`src/adc_ctrl_regs.vh`:
```
`ifndef ADC_CTRL_REGS_VH
`define ADC_CTRL_REGS_VH
// ****************************************
// Register byte addresses
// ****************************************
`define REG_CFG      4'h0
`define REG_EXC      4'h4
`define REG_CMD      4'h8
`define REG_STATUS   4'hc
`define REG_RESULT   5'h10
`define REG_TEMP     5'h14
// ****************************************
// Field positions
// ****************************************
`define CFG_SEL_LSB    0
`define CFG_TURBO      4
`define CFG_TEMP       5
`define CFG_BURNOUT    6
`define CFG_SINGLE     7
`define EXC_LEVEL_LSB  0
`define EXC_R1_LSB     4
`define EXC_R2_LSB     8
`define CMD_START      0
`define CMD_SLEEP      1
// ****************************************
// Reset values and codes
// ****************************************
`define CFG_RESET      8'h00
`define EXC_RESET      12'h000
`define SEL_SUPPLY     4'hd
`define SEL_REFMON     4'hc
`define ROUTE_NONE     3'h0
// ****************************************
// Timing: start latency in half master-clock periods, clock rates in kHz
// ****************************************
`define LAT_NORMAL_HALF  8'd57
`define LAT_TURBO_HALF   8'd210
`define MCLK_NORMAL_KHZ  1024
`define MCLK_TURBO_KHZ   2048
`define REF_CLK_KHZ      40000
`endif

```
`src/adc_excitation_temp_monitor_ctrl.v`:
```
// Behaviour
// - First conversion starts 28.5 (normal) or 105 (turbo) clocks after start command.
// - Conversions timed in master clock periods, 1.024 MHz normal, 2.048 MHz turbo.
// - Two matched excitation sources, three-bit magnitude selects 10 to 1500 uA.
// - Each source routed by own field to any input or reference; 000 unrouted.
// - Single-shot keeps sources on between conversions; sleep command powers them down.
// - Bias on when magnitude nonzero; current drawn only when routing nonzero.
// - Burn-out enable sources 10 uA into positive input, sinks from negative.
// - Monitor selection bypasses amplifier with gain 1 unless the temperature bit is set.
// - Selector 1101 converts quarter supply using internal reference.
// - Selector 1100 converts quarter external reference using internal reference.
// - Temperature bit set selects sensor mode, ignoring first config, internal reference.
// - Temperature conversions start and read back like analog conversions.
// - Temperature result is 14 bits left-justified in 24-bit word.
// - One temperature step is 0.03125 C; 25 C is 0320.
// - Negative temperatures are 14-bit two's complement.
// - Result bytes sent least significant byte first.
`include "adc_ctrl_regs.vh"
`timescale 1ns/100ps
`default_nettype none
module adc_excitation_temp_monitor_ctrl #(
    parameter [15:0] CONV_CYCLES = 16'd1036
) (
    input  wire        i_ref_clk,
    input  wire        i_rst_b,
    input  wire [4:0]  i_address,
    input  wire        i_read,
    input  wire        i_write,
    input  wire [31:0] i_writedata,
    input  wire [3:0]  i_byteenable,
    input  wire [23:0] i_adc_sample,
    input  wire [13:0] i_temp_sample,
    output reg  [31:0] o_readdata,
    output reg         o_waitrequest,
    output reg         o_exc_bias_on,
    output reg  [2:0]  o_excitation_level_sel,
    output reg  [2:0]  o_first_source_route,
    output reg  [2:0]  o_second_source_route,
    output reg         o_burnout_source_enable,
    output reg  [3:0]  o_input_selector,
    output reg         o_amp_bypass_gain1,
    output reg         o_use_internal_ref,
    output reg         o_temperature_mode_bit,
    output reg         o_converting,
    output reg         o_data_ready
);
    // ****************************************
    // Master clock enable
    // ****************************************
    // Phase accumulator gives an average-exact master clock tick from 40 MHz
    function [16:0] acc_step;
        input turbo;
        begin
            acc_step = turbo ? 17'd2048 : 17'd1024;
        end
    endfunction
    reg  [16:0] phase;
    reg         mclk_tick;
    reg  [7:0]  cfg;
    reg  [11:0] exc;
    wire [16:0] next_phase = phase + acc_step(cfg[`CFG_TURBO]);
    always @(posedge i_ref_clk) begin
        if (!i_rst_b) begin
            phase     <= 17'h0;
            mclk_tick <= 1'b0;
        end else if (next_phase >= 17'd40000) begin
            phase     <= next_phase - 17'd40000;
            mclk_tick <= 1'b1;
        end else begin
            phase     <= next_phase;
            mclk_tick <= 1'b0;
        end
    end
    // Half-period ticks let the 28.5-period latency be counted exactly
    reg         half_tick;
    reg  [16:0] half_phase;
    wire [16:0] step = acc_step(cfg[`CFG_TURBO]);
    // Step never exceeds 2048, so dropping its top bit loses nothing
    wire [16:0] next_half = half_phase + {step[15:0], 1'b0};
    always @(posedge i_ref_clk) begin
        if (!i_rst_b) begin
            half_phase <= 17'h0;
            half_tick  <= 1'b0;
        end else if (next_half >= 17'd40000) begin
            half_phase <= next_half - 17'd40000;
            half_tick  <= 1'b1;
        end else begin
            half_phase <= next_half;
            half_tick  <= 1'b0;
        end
    end
    // ****************************************
    // Avalon slave
    // ****************************************
    reg        cmd_start;
    reg        cmd_sleep;
    reg        ack;
    reg [23:0] result;
    reg [13:0] temp_code;
    reg        act_temp;
    wire       req = (i_read | i_write) & ~ack;
    // Read data is chosen in one place so every readable register shares the decode
    function [31:0] read_mux;
        input [4:0]  addr;
        input [7:0]  c;
        input [11:0] e;
        input [2:0]  st;
        input [23:0] res;
        input [13:0] tc;
        begin
            case (addr)
                `REG_CFG:    read_mux = {24'h0, c};
                `REG_EXC:    read_mux = {20'h0, e};
                `REG_STATUS: read_mux = {29'h0, st};
                `REG_RESULT: read_mux = {8'h0, res};
                `REG_TEMP:   read_mux = {18'h0, tc};
                default:     read_mux = 32'h0;
            endcase
        end
    endfunction
    always @(posedge i_ref_clk) begin
        if (!i_rst_b) begin
            cfg           <= `CFG_RESET;
            exc           <= `EXC_RESET;
            cmd_start     <= 1'b0;
            cmd_sleep     <= 1'b0;
            ack           <= 1'b0;
            o_waitrequest <= 1'b1;
            o_readdata    <= 32'h0;
        end else begin
            cmd_start     <= 1'b0;
            cmd_sleep     <= 1'b0;
            ack           <= req;
            o_waitrequest <= ~req;
            if (req && i_write) begin
                case (i_address)
                    `REG_CFG: if (i_byteenable[0]) cfg <= i_writedata[7:0];
                    `REG_EXC: begin
                        if (i_byteenable[0]) exc[7:0]  <= i_writedata[7:0];
                        if (i_byteenable[1]) exc[11:8] <= i_writedata[11:8];
                    end
                    `REG_CMD: if (i_byteenable[0]) begin
                        cmd_start <= i_writedata[`CMD_START];
                        cmd_sleep <= i_writedata[`CMD_SLEEP];
                    end
                    default: ;
                endcase
            end
            // Result low byte sits at the lowest byte lane, so a byte-wise reader gets it first
            if (req && i_read) begin
                o_readdata <= read_mux(i_address, cfg, exc, {act_temp, o_data_ready, o_converting},
                                       result, temp_code);
            end
        end
    end
    // ****************************************
    // Conversion sequencer
    // ****************************************
    localparam [1:0] ST_IDLE  = 2'd0;
    localparam [1:0] ST_LAT   = 2'd1;
    localparam [1:0] ST_CONV  = 2'd2;
    localparam [1:0] ST_SLEEP = 2'd3;
    reg [1:0]  state;
    reg [7:0]  lat_cnt;
    reg [15:0] conv_cnt;
    reg        sleep_pend;
    reg        act_turbo;
    reg [3:0]  act_sel;
    reg        act_burn;
    reg [2:0]  act_level;
    reg [2:0]  act_r1;
    reg [2:0]  act_r2;
    // Both monitor codes force the internal reference, and gain 1 unless the temperature bit is set
    function is_monitor;
        input [3:0] s;
        begin
            is_monitor = (s == `SEL_SUPPLY) || (s == `SEL_REFMON);
        end
    endfunction
    wire       act_monitor = is_monitor(act_sel);
    always @(posedge i_ref_clk) begin
        if (!i_rst_b) begin
            state        <= ST_SLEEP;
            lat_cnt      <= 8'h0;
            conv_cnt     <= 16'h0;
            sleep_pend   <= 1'b0;
            act_turbo    <= 1'b0;
            act_sel      <= 4'h0;
            act_burn     <= 1'b0;
            act_temp     <= 1'b0;
            act_level    <= 3'h0;
            act_r1       <= `ROUTE_NONE;
            act_r2       <= `ROUTE_NONE;
            result       <= 24'h0;
            temp_code    <= 14'h0;
            o_data_ready <= 1'b0;
        end else begin
            if (cmd_sleep) sleep_pend <= 1'b1;
            case (state)
                ST_IDLE, ST_SLEEP: begin
                    if (cmd_start) begin
                        // Selector, burn-out, temperature and excitation settings snapshot at start; the tick rates still follow the live cfg turbo bit
                        act_turbo    <= cfg[`CFG_TURBO];
                        act_sel      <= cfg[3:0];
                        act_burn     <= cfg[`CFG_BURNOUT];
                        act_temp     <= cfg[`CFG_TEMP];
                        act_level    <= exc[2:0];
                        act_r1       <= exc[6:4];
                        act_r2       <= exc[10:8];
                        lat_cnt      <= cfg[`CFG_TURBO] ? `LAT_TURBO_HALF : `LAT_NORMAL_HALF;
                        sleep_pend   <= 1'b0;
                        o_data_ready <= 1'b0;
                        state        <= ST_LAT;
                    end else if (sleep_pend) begin
                        sleep_pend <= 1'b0;
                        state      <= ST_SLEEP;
                    end
                end
                ST_LAT: if (half_tick) begin
                    if (lat_cnt == 8'd1) begin
                        conv_cnt <= CONV_CYCLES;
                        state    <= ST_CONV;
                    end else begin
                        lat_cnt <= lat_cnt - 8'd1;
                    end
                end
                ST_CONV: if (mclk_tick) begin
                    if (conv_cnt == 16'd1) begin
                        // Temperature code left-justified, low bits zero
                        result       <= act_temp ? {i_temp_sample, 10'h0} : i_adc_sample;
                        temp_code    <= i_temp_sample;
                        o_data_ready <= 1'b1;
                        if (sleep_pend || cmd_sleep) begin
                            sleep_pend <= 1'b0;
                            state      <= ST_SLEEP;
                        end else if (cfg[`CFG_SINGLE]) begin
                            state <= ST_IDLE;
                        end else begin
                            act_turbo <= cfg[`CFG_TURBO];
                            act_sel   <= cfg[3:0];
                            act_burn  <= cfg[`CFG_BURNOUT];
                            act_temp  <= cfg[`CFG_TEMP];
                            act_level <= exc[2:0];
                            act_r1    <= exc[6:4];
                            act_r2    <= exc[10:8];
                            conv_cnt  <= CONV_CYCLES;
                        end
                    end else begin
                        conv_cnt <= conv_cnt - 16'd1;
                    end
                end
                default: state <= ST_SLEEP;
            endcase
        end
    end
    // ****************************************
    // Analog control outputs
    // ****************************************
    always @(posedge i_ref_clk) begin
        if (!i_rst_b) begin
            o_exc_bias_on           <= 1'b0;
            o_excitation_level_sel  <= 3'h0;
            o_first_source_route    <= `ROUTE_NONE;
            o_second_source_route   <= `ROUTE_NONE;
            o_burnout_source_enable <= 1'b0;
            o_input_selector        <= 4'h0;
            o_amp_bypass_gain1      <= 1'b0;
            o_use_internal_ref      <= 1'b0;
            o_temperature_mode_bit  <= 1'b0;
            o_converting            <= 1'b0;
        end else begin
            // Sources stay biased while idle between single-shots, off only in sleep or at zero level
            o_exc_bias_on           <= (state != ST_SLEEP) && (act_level != 3'h0);
            o_excitation_level_sel  <= act_level;
            o_first_source_route    <= (state != ST_SLEEP) ? act_r1 : `ROUTE_NONE;
            o_second_source_route   <= (state != ST_SLEEP) ? act_r2 : `ROUTE_NONE;
            o_burnout_source_enable <= act_burn && (state == ST_CONV || state == ST_LAT);
            o_input_selector        <= act_sel;
            o_amp_bypass_gain1      <= act_monitor && !act_temp;
            o_use_internal_ref      <= act_monitor || act_temp;
            o_temperature_mode_bit  <= act_temp;
            o_converting            <= (state == ST_LAT) || (state == ST_CONV);
        end
    end
endmodule
`default_nettype wire

```
`config.mk`:
```
export PLATFORM = sky130hd
export DESIGN_NAME = adc_excitation_temp_monitor_ctrl
export DESIGN_NICKNAME = d
export VERILOG_FILES = /design/src/adc_excitation_temp_monitor_ctrl.v
export VERILOG_INCLUDE_DIRS = /design/src /design/src/src
export SDC_FILE = /design/constraint.sdc
export NUM_CORES = 1
export LEC_CHECK = 0
export BUFFER_PORTS_ARGS = -buffer_cell sky130_fd_sc_hd__buf_2
export CAP_MARGIN = 20
export CORE_MARGIN = 2
export CORE_UTILIZATION = 57
export DETAILED_ROUTE_END_ITERATION = 8
export HOLD_SLACK_MARGIN = 0.1
export PLACE_DENSITY = 0.81
export SLEW_MARGIN = 10
export SYNTH_ARGS = -nofsm -noshare
export SYNTH_HDL_FRONTEND = slang
export SYNTH_SLANG_ARGS = --single-unit
```
`constraint.sdc`:
```
create_clock -name i_ref_clk -period 3.3 [get_ports i_ref_clk]
set_input_delay 0.825 -clock i_ref_clk [delete_from_list [all_inputs] [get_ports i_ref_clk]]
set_output_delay 0.825 -clock i_ref_clk [all_outputs]
set_load 0.1 [all_outputs]
```
# Yosys cells after proc, flatten, opt, wreduce, memory -nomap -nowiden
# Cells that the tools add are included.
word_totals:
  ff_bits: 192
  input_bits: 83
  output_inout_bits: 53
  elab_cells: 175
op_classes:
  addsub: 6
  order_cmp: 2
  eq_ne: 25
  mux: 75
  bitwise_logic: 4
  reduce_logical: 28
ops:
  columns: ["op", "count"]
  rows:
  - ["$pmux 24 s5", 1]
  - ["$mux 16", 6]
  - ["$mux 3", 15]
  - ["$ge 17x16->1 const B", 2]
  - ["$mux 17", 2]
  - ["$sub 17x16->17 const B", 2]
  - ["$mux 8", 4]
  - ["$pmux 16 s2", 1]
  - ["$mux 24", 1]
  - ["$mux 1", 21]
  - ["$mux 4", 5]
  - ["$ne 2x2->1 const B", 9]
  - ["$pmux 3 s2", 3]
  - ["$reduce_and 6->1", 3]
  - ["$add 17x13->17", 1]
  - ["$add 17x17->17", 1]
  - ["$eq 16x1->1 const B", 1]
  - ["$mux 2", 8]
  - ["$pmux 8 s2", 1]
  - ["$sub 16x1->16 const B", 1]
  - ["$mux 12", 1]
  - ["$ne 3x3->1 const B", 4]
  - ["$reduce_and 3->1", 4]
  - ["$reduce_and 4->1", 3]
  - ["23 further kinds", 40]

# Depth between registers and ports, before layout
logic_depth:
  word_depth: 5
  ltp_mapped: 10

# Worst setup path before layout
# OpenSTA, ideal clock, no wires.
synth_path:
  path_kind: "flip-flop to flip-flop"
  startpoint: "register cfg[4]"
  endpoint: "register half_phase[9]"
  setup_time_ns: 0.072
  t_arrival_ns: 2.611
  required_time_ns: 3.228
  setup_slack_ns: 0.618
  stages_incl_launch_ff: 10
  path_buffers: 1
  synth_period_minus_slack_ns: 2.682
  cell_sequence: "dfxtp_1 > inv_1 > ha_1 > fa_1 > clkbuf_1 > nand3_1 > xor2_1 > o311a_1 > a2111oi_0 > mux2i_1"
synth_via:
  elab_chain_len: 4
synth_lines:
  columns: ["item", "line", "rtl"]
  rows:
  - ["start, declared", "adc_excitation_temp_monitor_ctrl.v:59", "reg [7:0] cfg;"]
  - ["start signal, assigned", "adc_excitation_temp_monitor_ctrl.v:123", "cfg <= `CFG_RESET;"]
  - ["start signal, assigned", "adc_excitation_temp_monitor_ctrl.v:137", "`REG_CFG: if (i_byteenable[0]) cfg <= i_writedata[7:0];"]
  - ["$mux 12", "adc_excitation_temp_monitor_ctrl.v:54", "acc_step = turbo ? 17'd2048 : 17'd1024;"]
  - ["$add 17x13->17", "adc_excitation_temp_monitor_ctrl.v:79", "wire [16:0] next_half = half_phase + {step[15:0], 1'b0};"]
  - ["$ge 17x16->1", "adc_excitation_temp_monitor_ctrl.v:84", "end else if (next_half >= 17'd40000) begin"]
  - ["$mux 17", "adc_excitation_temp_monitor_ctrl.v:84", null]
  - ["end signal, assigned", "adc_excitation_temp_monitor_ctrl.v:85", "half_phase <= next_half - 17'd40000;"]
  - ["end signal, assigned", "adc_excitation_temp_monitor_ctrl.v:88", "half_phase <= next_half;"]
  - ["end, declared", "adc_excitation_temp_monitor_ctrl.v:76", "reg [16:0] half_phase;"]
# Every way passes these cells.
# A chain may end at the register's enable or synchronous reset.

# Worst setup path after layout
# Ends and elaborated chain as after synthesis.

==> results.toml <==
[floorplan]
start_util = 0.584
coreArea_um2 = 13900
fp-row-count = 43
dieWidth_um = 123
fp.dieH_um = 123
die_area_um2 = 15200
io_pins = 136

[grt]
grt_pass1_vias = 6428
grt_pass1_wl_um = 30800
grt_max_degree = 53
grt_overflow = 0
grtUsageTotal = 0.256
antenna_found_initial = 3

[synth]
ys_types = 69
syn-cell-area_um2 = 8130
ys_warn_count = 0
synth_edf_count = 0
synth_top_area_frac = 0.423
synth_area_per_cell_um2 = 8.63
yosys_register_bits = 172
netlist_instances = 942
netlist_top_cells_area = "dfxtp_1, mux2i_1, a21oi_1"
synth_seq_area_share = 0.423
async_flop_share = 0
synth_flop_cell = "dfxtp_1"
synth_top_area_cell = "dfxtp_1"

[clock_tree]
clock-root-buffer = "clkbuf_16"
htreeDepth = 4
cts_resized = 0
numCtsBuffers = 17
cts_tree = "yes"
clock_sinks = 172
clk_pin_slew_ps = 60
worstSkewPairLatency_ps = 430
cts_setup_buffers = 0
clock_path_buffers = 2
postCtsHoldBufs = 0

[sta]
fin_crit_ps = 2850
fin_tns_setup_ps = 0
hold_viol_final = 0
maxSlewViolCount = 0
worst_pin_slew_ps = 1050
fin_skew_ps = 6.62
setup_viol = 0
period_share = 0.864
slew_headroom = 0.294
max_freq_mhz = 351
grt_setup_unrepaired = "no"

[setup_path]
required_ps = 3660
start_kind = "register"
critPathArrivalTime_ps = 3210
rrSetupSlack_ps = 450
r2r_end = "half_phase[9]"
r2r-start = "cfg[4]"
path_class = "register to register"
worst_setup_path_end_kind = "register"
reg2reg_depth = 8
crit_fanout = 13

[route]
vias_per_cell = 5.85
wl_um = 19100
drc = 0
drtIter0Drc = 547
antenna_left = 0
firstDrtPassIters = 8
avgRoutedWirePerCell_um = 15.8
vias = 7084

[pwr]
p_leak_nw = 3.72
ir_worst_vdd_mv = 0.352
p_total_mw = 5.54
power_density_nw_per_um2 = 591

[flow_run]
maxCapViolCount = 0

[final_layout]
fin_nets = 1116
fill_cells = 1154
layout.cells.most_common = "dfxtp_1"
mostFrequentLayoutCells = "dfxtp_1, nand2_1, buf_2"
drive_gt1_frac = 0.178
area_growth_pct = 15.3

[min_path]
holdPathStages = 2
min_path_type = "register to register"
holdCritStartpoint = "result[4]"
min_to = "result[4]"

[outcome]
outcome = "finished, final reports clean"

[placed_design]
place_congestion = 0.843
port-buffer-count = 105
hpwl_um = 13300
[logic make-up (layout without fill, tap and decap cells)]
kind of cell,after synthesis,count (layout),share of synthesized area
other,1,11,0.000461
muxes,55,55,0.0677
buffers and inverters,96,175,0.0491
and+or+nand+nor,345,345,0.215
AOI/OAI and AO/OA,248,248,0.208
adders and majority gates,17,17,0.0280
xor gates and xnor gates,8,8,0.00862
DFF,172,172,0.423
[critical path, cell delays in order (launching register included)]
cell,delay (ps)
dfxtp_1,330
inv_1,100
ha_1,260
fa_1,510
nand3_1,150
xor2_1,130
a311o_1,460
a2111oi_0,610
mux2i_1,230
[synthesized netlist by cell type (all sizes together) (20+ instances only)]
cell and n:
mux2i 55, dfxtp 172, nor2 73, nand3b 27, o221a 20, nand3 24
clkbuf 62, a21oi 92, inv 22, nand2 107, and2 28, o21ai 40
[report_power, final]
part,internal (mW),switching (mW),total [mW]
Combinational,0.368,0.621,0.989
Clock,1.42,0.813,2.23
Sequential,2.19,0.128,2.32
[state kept, by name (all words and copies together), names as in the netlist, 4 cells and up]
signal            cells
conv_cnt             16
lat_cnt               8
act_sel               4
temp_code            14
exc                  12
cfg                   8
phase                11
o_input_selector      4
o_readdata           24
half_phase           11
result               24
[routing by layer]
| metal | routed length, um | part of all wire | vias to the layer above | track usage |
|---|---|---|---|---|
| met5 | 0 | 0 | - | 0 |
| met4 | 531 | 0.028 | 0 | 0.105 |
| met3 | 1130 | 0.059 | 37 | 0.0756 |
| met2 | 9090 | 0.48 | 195 | 0.416 |
| met1 | 8390 | 0.44 | 3312 | 0.316 |
| li1 | - | - | 3540 | - |
[final cells by class]
| class | instances | area, um^2 | area share |
|---|---|---|---|
| diodes | 3 | 7.51 | 0.000800 |
| clock buffers | 20 | 437 | 0.0466 |
| clock inverters | 11 | 218 | 0.0232 |
| inverters | 23 | 87.6 | 0.00934 |
| multi-input cells | 681 | 4320 | 0.460 |
| flip-flops and latches | 172 | 3440 | 0.367 |
| well taps | 180 | 225 | 0.0240 |
| repair buffers | 121 | 646 | 0.0688 |
[how the worst max path moves through the flow]
| stage | depth (start not counted) | endpoint | slack (ps) | startpoint |
|---|---|---|---|---|
| floorplan | 9 | half_phase[9] | 620 | cfg[4] |
| global placement | 8 | half_phase[9] | 540 | cfg[4] |
| detailed placement | 8 | half_phase[9] | 490 | cfg[4] |
| CTS | 8 | half_phase[9] | 470 | cfg[4] |
| global route | 8 | half_phase[9] | 230 | cfg[4] |
| finish | 8 | half_phase[9] | 450 | cfg[4] |
[stage by stage]
stage / hold slack [ps] / std cells / worst slack [ps] / cell area [um^2] / util
6_report: 451 / 1211 / 448 / 9380 / 0.673
3_3_place_gp: 435 / 1176 / 540 / 8710 / 0.625
2_1_floorplan: 431 / 949 / 618 / 8160 / -
3_5_place_dp: 443 / 1177 / 495 / 8720 / 0.626
4_1_cts: 451 / 1208 / 469 / 9370 / 0.673
5_1_grt: 475 / 1209 / 233 / 9380 / 0.673
(Power assumes the default switching activity.)
